$ cat src/rudc_regs.svh
`ifndef RUDC_REGS_SVH
`define RUDC_REGS_SVH
// register byte offsets
`define RUDC_CTRL_OFS 8'h00
`define RUDC_PRESET_OFS 8'h04
`define RUDC_LIMIT_OFS 8'h08
`define RUDC_COUNT_OFS 8'h0c
`define RUDC_STAT_OFS 8'h10
`define RUDC_MASK_OFS 8'h14
// control fields
`define RUDC_CTRL_RELOAD_EN 0
`define RUDC_CTRL_LOAD 1
// status fields
`define RUDC_ST_BELOW 0
`define RUDC_ST_ABOVE 1
`define RUDC_ST_LOADED 2
`define RUDC_ST_W 3
// counter constants
`define RUDC_MAX_CNT 32'hffffffff
`define RUDC_CLR_UP 32'h00004000
`define RUDC_CLR_DN 32'hffffc000
`define RUDC_RST_VAL 32'h00000000
`endif

$ cat src/rudc_pkg.sv
package rudc_pkg;
  typedef logic [31:0] rudc_unsigned_32bit_word_t;
  typedef enum logic [1:0] {
    RUDC_HOLD = 2'b00,
    RUDC_UP = 2'b01,
    RUDC_DOWN = 2'b11,
    RUDC_LOAD = 2'b10
  } rudc_op_t;
endpackage

$ cat src/rudc_step_if.sv
`timescale 1ns/1ps
interface rudc_step_if;
  logic [31:0] count;
  logic [31:0] limit;
  logic reload_en;
  rudc_pkg::rudc_op_t op;
  logic [31:0] preset;
  logic [31:0] next;
  logic wrap_below;
  logic wrap_above;
  modport core (input count, limit, reload_en, op, preset,
                output next, wrap_below, wrap_above);
  modport user (output count, limit, reload_en, op, preset,
                input next, wrap_below, wrap_above);
endinterface
$ cat src/rudc_counter.sv
// Design decisions made here: the Wishbone interface to the registers and the placing of the registers.
`timescale 1ns/1ps
`include "rudc_regs.svh"
module rudc_counter (
  input wire logic clk_i, // system clock
  input wire logic rst_i, // sync reset, active high
  input wire logic [7:0] wb_adr_i, // byte address
  input wire logic [31:0] wb_dat_i, // write data
  output logic [31:0] wb_dat_o, // read data
  input wire logic [3:0] wb_sel_i, // byte enables
  input wire logic wb_we_i, // write enable
  input wire logic wb_cyc_i, // cycle
  input wire logic wb_stb_i, // strobe
  output logic wb_ack_o, // acknowledge
  input wire logic cnt_up_i, // up count pulse
  input wire logic cnt_down_i, // down count pulse
  output logic [31:0] count_o, // counter value
  output logic below_o, // wrap-below flag
  output logic above_o, // wrap-above flag
  output logic irq_o // interrupt level
);
  rudc_pkg::rudc_unsigned_32bit_word_t count_r, preset_r, limit_r, rdat_r;
  logic reload_en_r;
  logic below_r, above_r;
  logic [`RUDC_ST_W-1:0] stat_r, mask_r;
  logic ack_r;
  logic load_req;
  logic wr_ok;
  rudc_step_if st ();

  // byte-lane merge helper
  function automatic logic [31:0] merge(input logic [31:0] old, input logic [31:0] nw,
                                        input logic [3:0] sel);
    logic [31:0] r;
    r = old;
    for (int i = 0; i < 4; i++) begin
      if (sel[i]) begin
        r[i*8 +: 8] = nw[i*8 +: 8];
      end
    end
    return r;
  endfunction

  // address match helper
  function automatic logic hit(input logic [7:0] a, input logic [7:0] ofs);
    return a == ofs;
  endfunction

  // bus write strobe, one per access
  assign wr_ok = wb_cyc_i && wb_stb_i && wb_we_i && !ack_r;
  assign load_req = wr_ok && hit(wb_adr_i, `RUDC_CTRL_OFS) && wb_sel_i[0]
                    && wb_dat_i[`RUDC_CTRL_LOAD];

  // step operands
  assign st.count = count_r;
  assign st.limit = limit_r;
  assign st.reload_en = reload_en_r;
  assign st.preset = preset_r;
  always_comb begin
    if (load_req) begin
      st.op = rudc_pkg::RUDC_LOAD;
    end else if (cnt_up_i && !cnt_down_i) begin
      st.op = rudc_pkg::RUDC_UP;
    end else if (cnt_down_i && !cnt_up_i) begin
      st.op = rudc_pkg::RUDC_DOWN;
    end else begin
      st.op = rudc_pkg::RUDC_HOLD;
    end
  end

  rudc_step u_step (
    .s(st)
  );

  // counter register
  always_ff @(posedge clk_i) begin
    if (rst_i) begin
      count_r <= `RUDC_RST_VAL;
    end else begin
      count_r <= st.next;
    end
  end

  // configuration registers
  always_ff @(posedge clk_i) begin
    if (rst_i) begin
      preset_r <= `RUDC_RST_VAL;
      limit_r <= `RUDC_RST_VAL;
      reload_en_r <= 1'b0;
      mask_r <= '0;
    end else if (wr_ok) begin
      if (hit(wb_adr_i, `RUDC_PRESET_OFS)) begin
        preset_r <= merge(preset_r, wb_dat_i, wb_sel_i);
      end
      if (hit(wb_adr_i, `RUDC_LIMIT_OFS)) begin
        limit_r <= merge(limit_r, wb_dat_i, wb_sel_i);
      end
      if (hit(wb_adr_i, `RUDC_CTRL_OFS) && wb_sel_i[0]) begin
        reload_en_r <= wb_dat_i[`RUDC_CTRL_RELOAD_EN];
      end
      if (hit(wb_adr_i, `RUDC_MASK_OFS) && wb_sel_i[0]) begin
        mask_r <= wb_dat_i[`RUDC_ST_W-1:0];
      end
    end
  end

  // wrap flags with hysteresis clear
  always_ff @(posedge clk_i) begin
    if (rst_i) begin
      below_r <= 1'b0;
      above_r <= 1'b0;
    end else begin
      if (st.wrap_below) begin
        below_r <= 1'b1;
      end else if (above_r && !below_r) begin
        below_r <= below_r;
      end else if ((st.op == rudc_pkg::RUDC_UP && st.next == `RUDC_CLR_UP) ||
                   (st.op == rudc_pkg::RUDC_DOWN && st.next == `RUDC_CLR_DN) ||
                   st.wrap_above) begin
        below_r <= 1'b0;
      end
      if (st.wrap_above) begin
        above_r <= 1'b1;
      end else if ((st.op == rudc_pkg::RUDC_UP && st.next == `RUDC_CLR_UP) ||
                   (st.op == rudc_pkg::RUDC_DOWN && st.next == `RUDC_CLR_DN) ||
                   st.wrap_below) begin
        above_r <= 1'b0;
      end
    end
  end

  // sticky interrupt status, write one to clear, set wins
  always_ff @(posedge clk_i) begin
    if (rst_i) begin
      stat_r <= '0;
    end else begin
      logic [`RUDC_ST_W-1:0] clr;
      logic [`RUDC_ST_W-1:0] set;
      clr = (wr_ok && hit(wb_adr_i, `RUDC_STAT_OFS) && wb_sel_i[0]) ?
            wb_dat_i[`RUDC_ST_W-1:0] : '0;
      set = {load_req, st.wrap_above, st.wrap_below};
      stat_r <= (stat_r & ~clr) | set;
    end
  end

  // read mux, registered, unmapped reads zero
  always_ff @(posedge clk_i) begin
    if (rst_i) begin
      rdat_r <= '0;
    end else begin
      case (wb_adr_i)
        `RUDC_CTRL_OFS: rdat_r <= {31'h0, reload_en_r};
        `RUDC_PRESET_OFS: rdat_r <= preset_r;
        `RUDC_LIMIT_OFS: rdat_r <= limit_r;
        `RUDC_COUNT_OFS: rdat_r <= count_r;
        `RUDC_STAT_OFS: rdat_r <= {29'h0, stat_r};
        `RUDC_MASK_OFS: rdat_r <= {29'h0, mask_r};
        default: rdat_r <= '0;
      endcase
    end
  end

  // ack one cycle after request
  always_ff @(posedge clk_i) begin
    if (rst_i) begin
      ack_r <= 1'b0;
    end else begin
      ack_r <= wb_cyc_i && wb_stb_i && !ack_r;
    end
  end

  assign wb_ack_o = ack_r;
  assign wb_dat_o = rdat_r;
  assign count_o = count_r;
  assign below_o = below_r;
  assign above_o = above_r;
  assign irq_o = |(stat_r & mask_r);
endmodule // rudc_counter

$ cat src/rudc_step.sv
`timescale 1ns/1ps
`include "rudc_regs.svh"
// next-count arithmetic
module rudc_step (
  rudc_step_if.core s // step operands and result
);
  always_comb begin
    s.next = s.count;
    s.wrap_below = 1'b0;
    s.wrap_above = 1'b0;
    case (s.op)
      rudc_pkg::RUDC_LOAD: s.next = s.preset;
      rudc_pkg::RUDC_UP: begin
        if (s.reload_en && s.count == s.limit) begin
          s.next = `RUDC_RST_VAL;
        end else if (s.count == `RUDC_MAX_CNT) begin
          s.next = `RUDC_RST_VAL;
          s.wrap_above = 1'b1;
        end else begin
          s.next = s.count + 32'h00000001;
        end
      end
      rudc_pkg::RUDC_DOWN: begin
        if (s.reload_en && s.count == `RUDC_RST_VAL) begin
          s.next = s.limit;
        end else if (s.count == `RUDC_RST_VAL) begin
          s.next = `RUDC_MAX_CNT;
          s.wrap_below = 1'b1;
        end else begin
          s.next = s.count - 32'h00000001;
        end
      end
      default: s.next = s.count;
    endcase
  end
endmodule // rudc_step

$ cat config.mk
export PLATFORM = sky130hd
export DESIGN_NAME = rudc_counter
export DESIGN_NICKNAME = d
export VERILOG_FILES = /design/src/rudc_pkg.sv /design/src/rudc_step_if.sv /design/src/rudc_counter.sv /design/src/rudc_step.sv
export VERILOG_INCLUDE_DIRS = /design/src
export SDC_FILE = /design/constraint.sdc
export NUM_CORES = 1
export LEC_CHECK = 0
export BUFFER_PORTS_ARGS = -buffer_cell sky130_fd_sc_hd__buf_2
export CELL_PAD_IN_SITES_DETAIL_PLACEMENT = 1
export CELL_PAD_IN_SITES_GLOBAL_PLACEMENT = 2
export CORE_MARGIN = 2
export CORE_UTILIZATION = 34
export CTS_CLUSTER_SIZE = 10
export DETAILED_ROUTE_END_ITERATION = 8
export PLACE_DENSITY_LB_ADDON = 0.1
export SYNTH_ARGS = -nofsm -noshare
export SYNTH_HDL_FRONTEND = slang
export SYNTH_SLANG_ARGS = --single-unit
$ cat constraint.sdc
create_clock -name clk_i -period 4.5 [get_ports clk_i]
set_clock_uncertainty 0.15 [all_clocks]
set_input_delay 0.225 -clock clk_i [delete_from_list [all_inputs] [get_ports clk_i]]
set_output_delay 0.225 -clock clk_i [all_outputs]
set_load 0.005 [all_outputs]
==> run_results.csv, run 1 <==
group,metric,value,unit
placed_design,dpl.hpwl,30100,microns
worst_setup_path,cp.arrival,4400,ps
floorplanning,die_h,163,microns
timing,setup_viol,0,
placed_design,gp_congestion,0.932,
final_layout,stdcell_count,1584,
synth,netlist_area,8580,sq um
final_layout,fin_util,42.8,%
synth,syn_nets,1145,
placed_design,port_buffers,118,
floorplanning,core-area,25000,sq um
final_layout,area_growth_syn_to_layout,24.6,%
run,max_cap_violations,0,
timing,fin_ws,238,ps
timing,timing.fmax,235,MHz
placed_design,dpl_cell_area,9690,sq um
timing,relSlewSlack,21.8,%
hold_path,hp-class,"in2reg",
pwr,total_leakage_power,4.51,nW
drt,drt_first_pass_iters,8,
worst_setup_path,cp_slowest_cell,"dfxtp_1",
pwr,p_per_area,354,nW/um^2
worst_setup_path,critPathBufInv,1,
clock_tree,cts_tree,"yes",
timing,min_period,4260,ps
global_route,grt_antenna_before_repair,0,
worst_setup_path,max_stage_delay,710,ps
drt,viasPerCell,5.86,
clock_tree,cts_buffer_depth,2,
worst_setup_path,critPathCaptureType,"flop",
worst_setup_path,critical_path.max_fanout,12,
final_layout,insertedDiodeCount,0,
synth,ys_ff_latch,138,
drt,drc,0,
drt,wl,39600,microns
worst_setup_path,cp_cell_sequence,"nand4_1, nor2_1, nand4_1, o21ai_2, or2_2, buf_4, o311ai_1, nor4b_2, nand3_1, nor4b_2, a311oi_1",
clock_tree,numCtsBuffers,17,
timing,rsz0062_at_grt,"no",
clock_tree,clkLatencyLatePin,440,ps
drt,routedWlPerCell,25.0,microns
final_layout,nNetsFinal,1297,
placed_design,placed_cells,1516,
clock_tree,cts_root_buffer,"clkbuf_16",
timing,finalCritPeriodShare,94.7,%
timing,final_max_slew_viol_count,0,
clock_tree,clk_pin_slew,70,ps
pwr,power.total,3.78,mW
floorplanning,die_area,26500,sq um
synth,syn_inst,1090,
worst_setup_path,cp-start-kind,"flop",
global_route,grt_pass1_wl,59200,microns
global_route,track_usage,29.9,%
final_layout,final_cell_area,10700,sq um
floorplanning,rows,58,
synth,ys_types,85,
drt,vias,9283,
global_route,grt_max_degree,65,
pwr,ir_worst_vdd,0.212,mV
timing,tightest_slew,1170,ps
synth,syn-mean-instance-area,7.87,sq um
synth,synth-edff-count,0,
global_route,overflow,0,
final_layout,final_layout_size_suffix_gt1_share,22.6,%
global_route,grt_pass1_vias,9061,
final_layout,mostFrequentLayoutCells,"153 x nor2_1, 137 x dfxtp_1, 117 x buf_2",
final_layout,final_common_cell,"nor2_1",
timing,tns,0,ps
synth,async_flop_share,0,%
placed_design,post-place-ws,24.9,ps
clock_tree,clock_sink_count,138,
clock_tree,h-tree-depth,4,
timing,hold_viol,0,
floorplanning,die_w,163,microns
floorplanning,start_util,34.4,%
worst_setup_path,crit_required,4640,ps
synth,synthFlopType,"dfxtp_1",
worst_setup_path,crit_type,"reg2reg",
synth,ys_warn_count,0,
clock_tree,cts_setup_buffers,0,
timing,hold_ws,61.4,ps
drt,antenna_left,0,
drt,drt_iter0_drc,931,
floorplanning,ioPinCount,119,
synth,ys_seq_area_share,32.2,%
worst_setup_path,cp_top_family,"simple AND/OR/NAND/NOR gates",
outcome,run_status,"completed",
==> kinds of logic (layout without fill, tap and decap cells) <==
| group | after synthesis | count (layout) | synth area share, % |
|---|---|---|---|
| multiplexers | 74 | 74 | 9.10 |
| AO/OA/AOI/OAI | 242 | 242 | 18.8 |
| flip-flops | 138 | 138 | 32.2 |
| buffers and inverters | 115 | 279 | 5.97 |
| adder cells (fa/ha/maj) | 4 | 4 | 0.584 |
| AND/OR/NAND/NOR | 459 | 459 | 27.5 |
| XOR/XNOR | 58 | 58 | 5.92 |
==> worst register-to-register path, cell delays in order (launching register included) <==
cell and delay, ps:
dfxtp_1 710, nand4_1 460, nor2_1 320, nand4_1 240, o21ai_2 440, or2_2 360, buf_4 240, o311ai_1 230
nor4b_2 360, nand3_1 160, nor4b_2 340, a311oi_1 130
==> what timing repair did <==
item | in CTS | in global routing
resized for setup | 0 | 3
hold buffers | 37 | 0
endpoints found under the setup margin | 0 | 2
endpoints found under the hold margin | 62 | 0
==> sequential cells by signal, indices dropped and copies added, names as in the netlist, 3 cells and up <==
| register | cells |
|---|---|
| stat_r | 3 |
| preset_r | 32 |
| wb_dat_o | 32 |
| limit_r | 32 |
| mask_r | 3 |
| count_o | 32 |
==> where the power goes <==
part	internal, mW	leakage (nW)	switching [mW]	total (mW)
clock	0.885	0.290	0.663	1.55
combinational	0.346	3.10	0.586	0.933
sequential	1.25	1.12	0.0515	1.30
==> synth_stat cells (all sizes together), types with 3 or more instances <==
master / number / area share, %
a32oi: 3 / 0.31
nand4: 22 / 1.8
nand3: 54 / 3.2
o211ai: 10 / 0.88
nor4b: 4 / 0.73
nor2b: 10 / 0.73
nand2b: 6 / 0.44
buf: 27 / 2.1
or4: 5 / 0.48
nor2: 154 / 6.8
nand2: 83 / 3.6
o21a: 3 / 0.26
and2: 8 / 0.58
a211o: 4 / 0.41
xor2: 36 / 3.7
nor3: 40 / 2.5
xnor2: 22 / 2.2
o22ai: 9 / 0.73
o31a: 6 / 0.61
mux2i: 42 / 4.9
dfxtp: 138 / 32
or2: 6 / 0.44
o311ai: 7 / 0.71
mux2: 32 / 4.2
or3: 17 / 1.3
clkbuf: 66 / 2.9
o31ai: 7 / 0.67
nor4: 28 / 2.9
ha: 4 / 0.58
o21ai: 52 / 3.1
and3: 9 / 0.66
a21oi: 62 / 3.6
and4: 4 / 0.41
a211oi: 3 / 0.26
a31oi: 6 / 0.44
a222oi: 4 / 0.47
a22oi: 35 / 3.1
inv: 22 / 0.96
o221ai: 5 / 0.51
==> final timing paths <==
kind,from,end,slack [ps],depth (start not counted)
setup / recovery,count_o[18],above_o,240,11
hold / removal,wb_adr_i[2],wb_dat_o[1],60,5
setup reg to reg,count_o[18],above_o,240,11
hold reg to reg,below_o,below_o,330,2
==> layout make-up <==
| type | count | area [sq um] |
|---|---|---|
| Clock buffer | 17 | 425 |
| Inverter | 22 | 82.6 |
| Multi-Input combinational cell | 837 | 5320 |
| Tap cell | 330 | 413 |
| Fill cell | 3035 | 14300 |
| Sequential cell | 138 | 2760 |
| Clock inverter | 14 | 185 |
| Timing Repair Buffer | 226 | 1500 |
==> layer usage <==
layer	part of all wire, %	vias up	track usage (%)
met1	48	4564	44.3
li1	-	4262	-
met2	43	396	45.1
met5	0	-	0
met4	2.4	0	8.41
met3	6.2	61	4.33
(Power assumes the default switching activity.)
==> run 2: changes to the inputs <==
--- a/config.mk
+++ b/config.mk
@@ -9,7 +9,6 @@
 export BUFFER_PORTS_ARGS = -buffer_cell sky130_fd_sc_hd__buf_2
 export CELL_PAD_IN_SITES_DETAIL_PLACEMENT = 1
 export CELL_PAD_IN_SITES_GLOBAL_PLACEMENT = 2
-export CORE_MARGIN = 2
 export CORE_UTILIZATION = 34
 export CTS_CLUSTER_SIZE = 10
 export DETAILED_ROUTE_END_ITERATION = 8
==> constraint.sdc (replaced) <==
create_clock -name clk_i -period 4.1 [get_ports clk_i]
set_clock_uncertainty 0.15 [all_clocks]
set_input_delay 0.205 -clock clk_i [delete_from_list [all_inputs] [get_ports clk_i]]
set_output_delay 0.205 -clock clk_i [all_outputs]
set_load 0.005 [all_outputs]
==> run 2 against run 1 <==
Effect of this change: routed wire length down 1.5%; combinational power up 15%; design area grew 1.7%; fmax rose by 7.7%; worst setup slack lost 95 ps; critical path type unchanged; largest power group unchanged; highest routed layer unchanged.
==> run_results.csv, run 2 (synthesis results as in run 1) <==
group,metric,value,unit
final_layout,final_common_cell,"nor2_1",
hold_path,hp-class,"in2reg",
placed_design,dpl.hpwl,30200,microns
worst_setup_path,crit_required,4240,ps
worst_setup_path,crit_type,"reg2reg",
drt,vias,9320,
timing,relSlewSlack,25.4,%
timing,setup_viol,0,
outcome,run_status,"completed",
worst_setup_path,cp.arrival,4090,ps
worst_setup_path,cp_slowest_cell,"dfxtp_1",
placed_design,post-place-ws,204,ps
timing,min_period,3960,ps
final_layout,n_fill_cell,3050,
global_route,grt_max_degree,55,
floorplanning,die_h,161,microns
global_route,grt_pass1_vias,9144,
run,max_cap_violations,0,
drt,antenna_left,0,
timing,tightest_slew,1120,ps
clock_tree,numCtsBuffers,17,
global_route,grt_pass1_wl,58600,microns
timing,tns,0,ps
timing,final_max_slew_viol_count,0,
global_route,track_usage,30.3,%
clock_tree,h-tree-depth,4,
floorplanning,ioPinCount,119,
drt,wl,39000,microns
floorplanning,rows,57,
final_layout,insertedDiodeCount,0,
pwr,ir_worst_vdd,0.225,mV
timing,fin_ws,143,ps
clock_tree,cts_buffer_depth,2,
timing,finalCritPeriodShare,96.5,%
drt,routedWlPerCell,24.3,microns
final_layout,area_growth_syn_to_layout,26.7,%
worst_setup_path,critPathCaptureType,"flop",
timing,hold_viol,0,
drt,drc,0,
final_layout,nNetsFinal,1327,
timing,timing.fmax,253,MHz
worst_setup_path,cp_cell_sequence,"xor2_1, nor4_1, nand4_1, nor4_2, buf_4, or2_2, buf_4, o311ai_1, nor4b_2, nand3_1, nor4b_2, a311oi_1",
drt,viasPerCell,5.79,
floorplanning,die_area,25900,sq um
clock_tree,cts_tree,"yes",
timing,rsz0062_at_grt,"no",
clock_tree,clkLatencyLatePin,450,ps
final_layout,mostFrequentLayoutCells,"153 x nor2_1, 138 x dfxtp_1, 117 x buf_2",
clock_tree,clock_sink_count,138,
drt,drt_iter0_drc,882,
floorplanning,die_w,161,microns
placed_design,port_buffers,118,
floorplanning,core-area,24500,sq um
pwr,total_leakage_power,4.61,nW
worst_setup_path,cp-start-kind,"flop",
drt,drt_first_pass_iters,6,
global_route,grt_antenna_before_repair,0,
worst_setup_path,max_stage_delay,620,ps
worst_setup_path,rrSetupSlack,140,ps
pwr,p_per_area,370,nW/um^2
global_route,overflow,0,
floorplanning,start_util,35.0,%
final_layout,final_layout_size_suffix_gt1_share,24.0,%
clock_tree,cts_root_buffer,"clkbuf_16",
placed_design,gp_congestion,0.953,
worst_setup_path,critical_path.max_fanout,8,
clock_tree,clk_pin_slew,70,ps
run 2: stage by stage:
stage / total power [mW] / area [sq um] / hold slack [ps] / util (%) / cells
after floorplan: 2.04 / 8580 / 173 / - / 1090
after global placement: 2.46 / 9890 / 284 / 40.3 / 1536
after detailed placement: 2.46 / 9890 / 294 / 40.3 / 1536
after CTS: 4.01 / 10900 / 28.3 / 44.3 / 1609
after global routing: 4.16 / 10900 / 65.1 / 44.3 / 1609
final: 4.02 / 10900 / 29.7 / 44.3 / 1609
run 2: layout make-up:
type	count	area, sq um	share of cell area [%]
Multi-Input combinational cell	837	5320	48.9
Sequential cell	138	2760	25.4
Timing Repair Buffer	256	1740	16.1
Clock buffer	18	429	3.95
Tap cell	324	405	3.73
Clock inverter	14	124	1.14
Inverter	22	82.6	0.760
run 2: final timing paths:
kind / from / end / cells after the start
worst max-delay path: count_o[18] / above_o / 12
worst min-delay path: wb_adr_i[2] / wb_dat_o[1] / 5
worst max register to register: count_o[18] / above_o / 12
worst min register to register: wb_ack_o / wb_ack_o / 1
run 2: metal layers:
layer  wire length (microns)  vias up  GRT usage (%)
li1                        -     4319              -
met1                   18800     4540           44.3
met2                   16300      395           43.7
met3                    2860       66           5.71
met4                    1120        0           11.4
met5                       0        -              0
run 2: power breakdown:
group,internal (mW),total [mW],switching (mW)
logic,0.409,1.07,0.658
clock network,0.798,1.53,0.730
registers,1.37,1.42,0.0530
total,2.58,4.02,1.44
run 2: worst max-delay path, delay by kind of cell (launching register included):
kind	cells	cell delay, ps
flip-flops	1	620
AND/OR/NAND/NOR	7	2070
AO/OA/AOI/OAI	2	280
buffers and inverters	2	410
XOR/XNOR	1	270
run 2: timing repair:
item | CTS | global route
hold buffers | 41 | 0
resized for setup | 0 | 1
setup endpoints to repair | 0 | 2
endpoints found under the hold margin | 62 | 0
setup buffers | 0 | 0
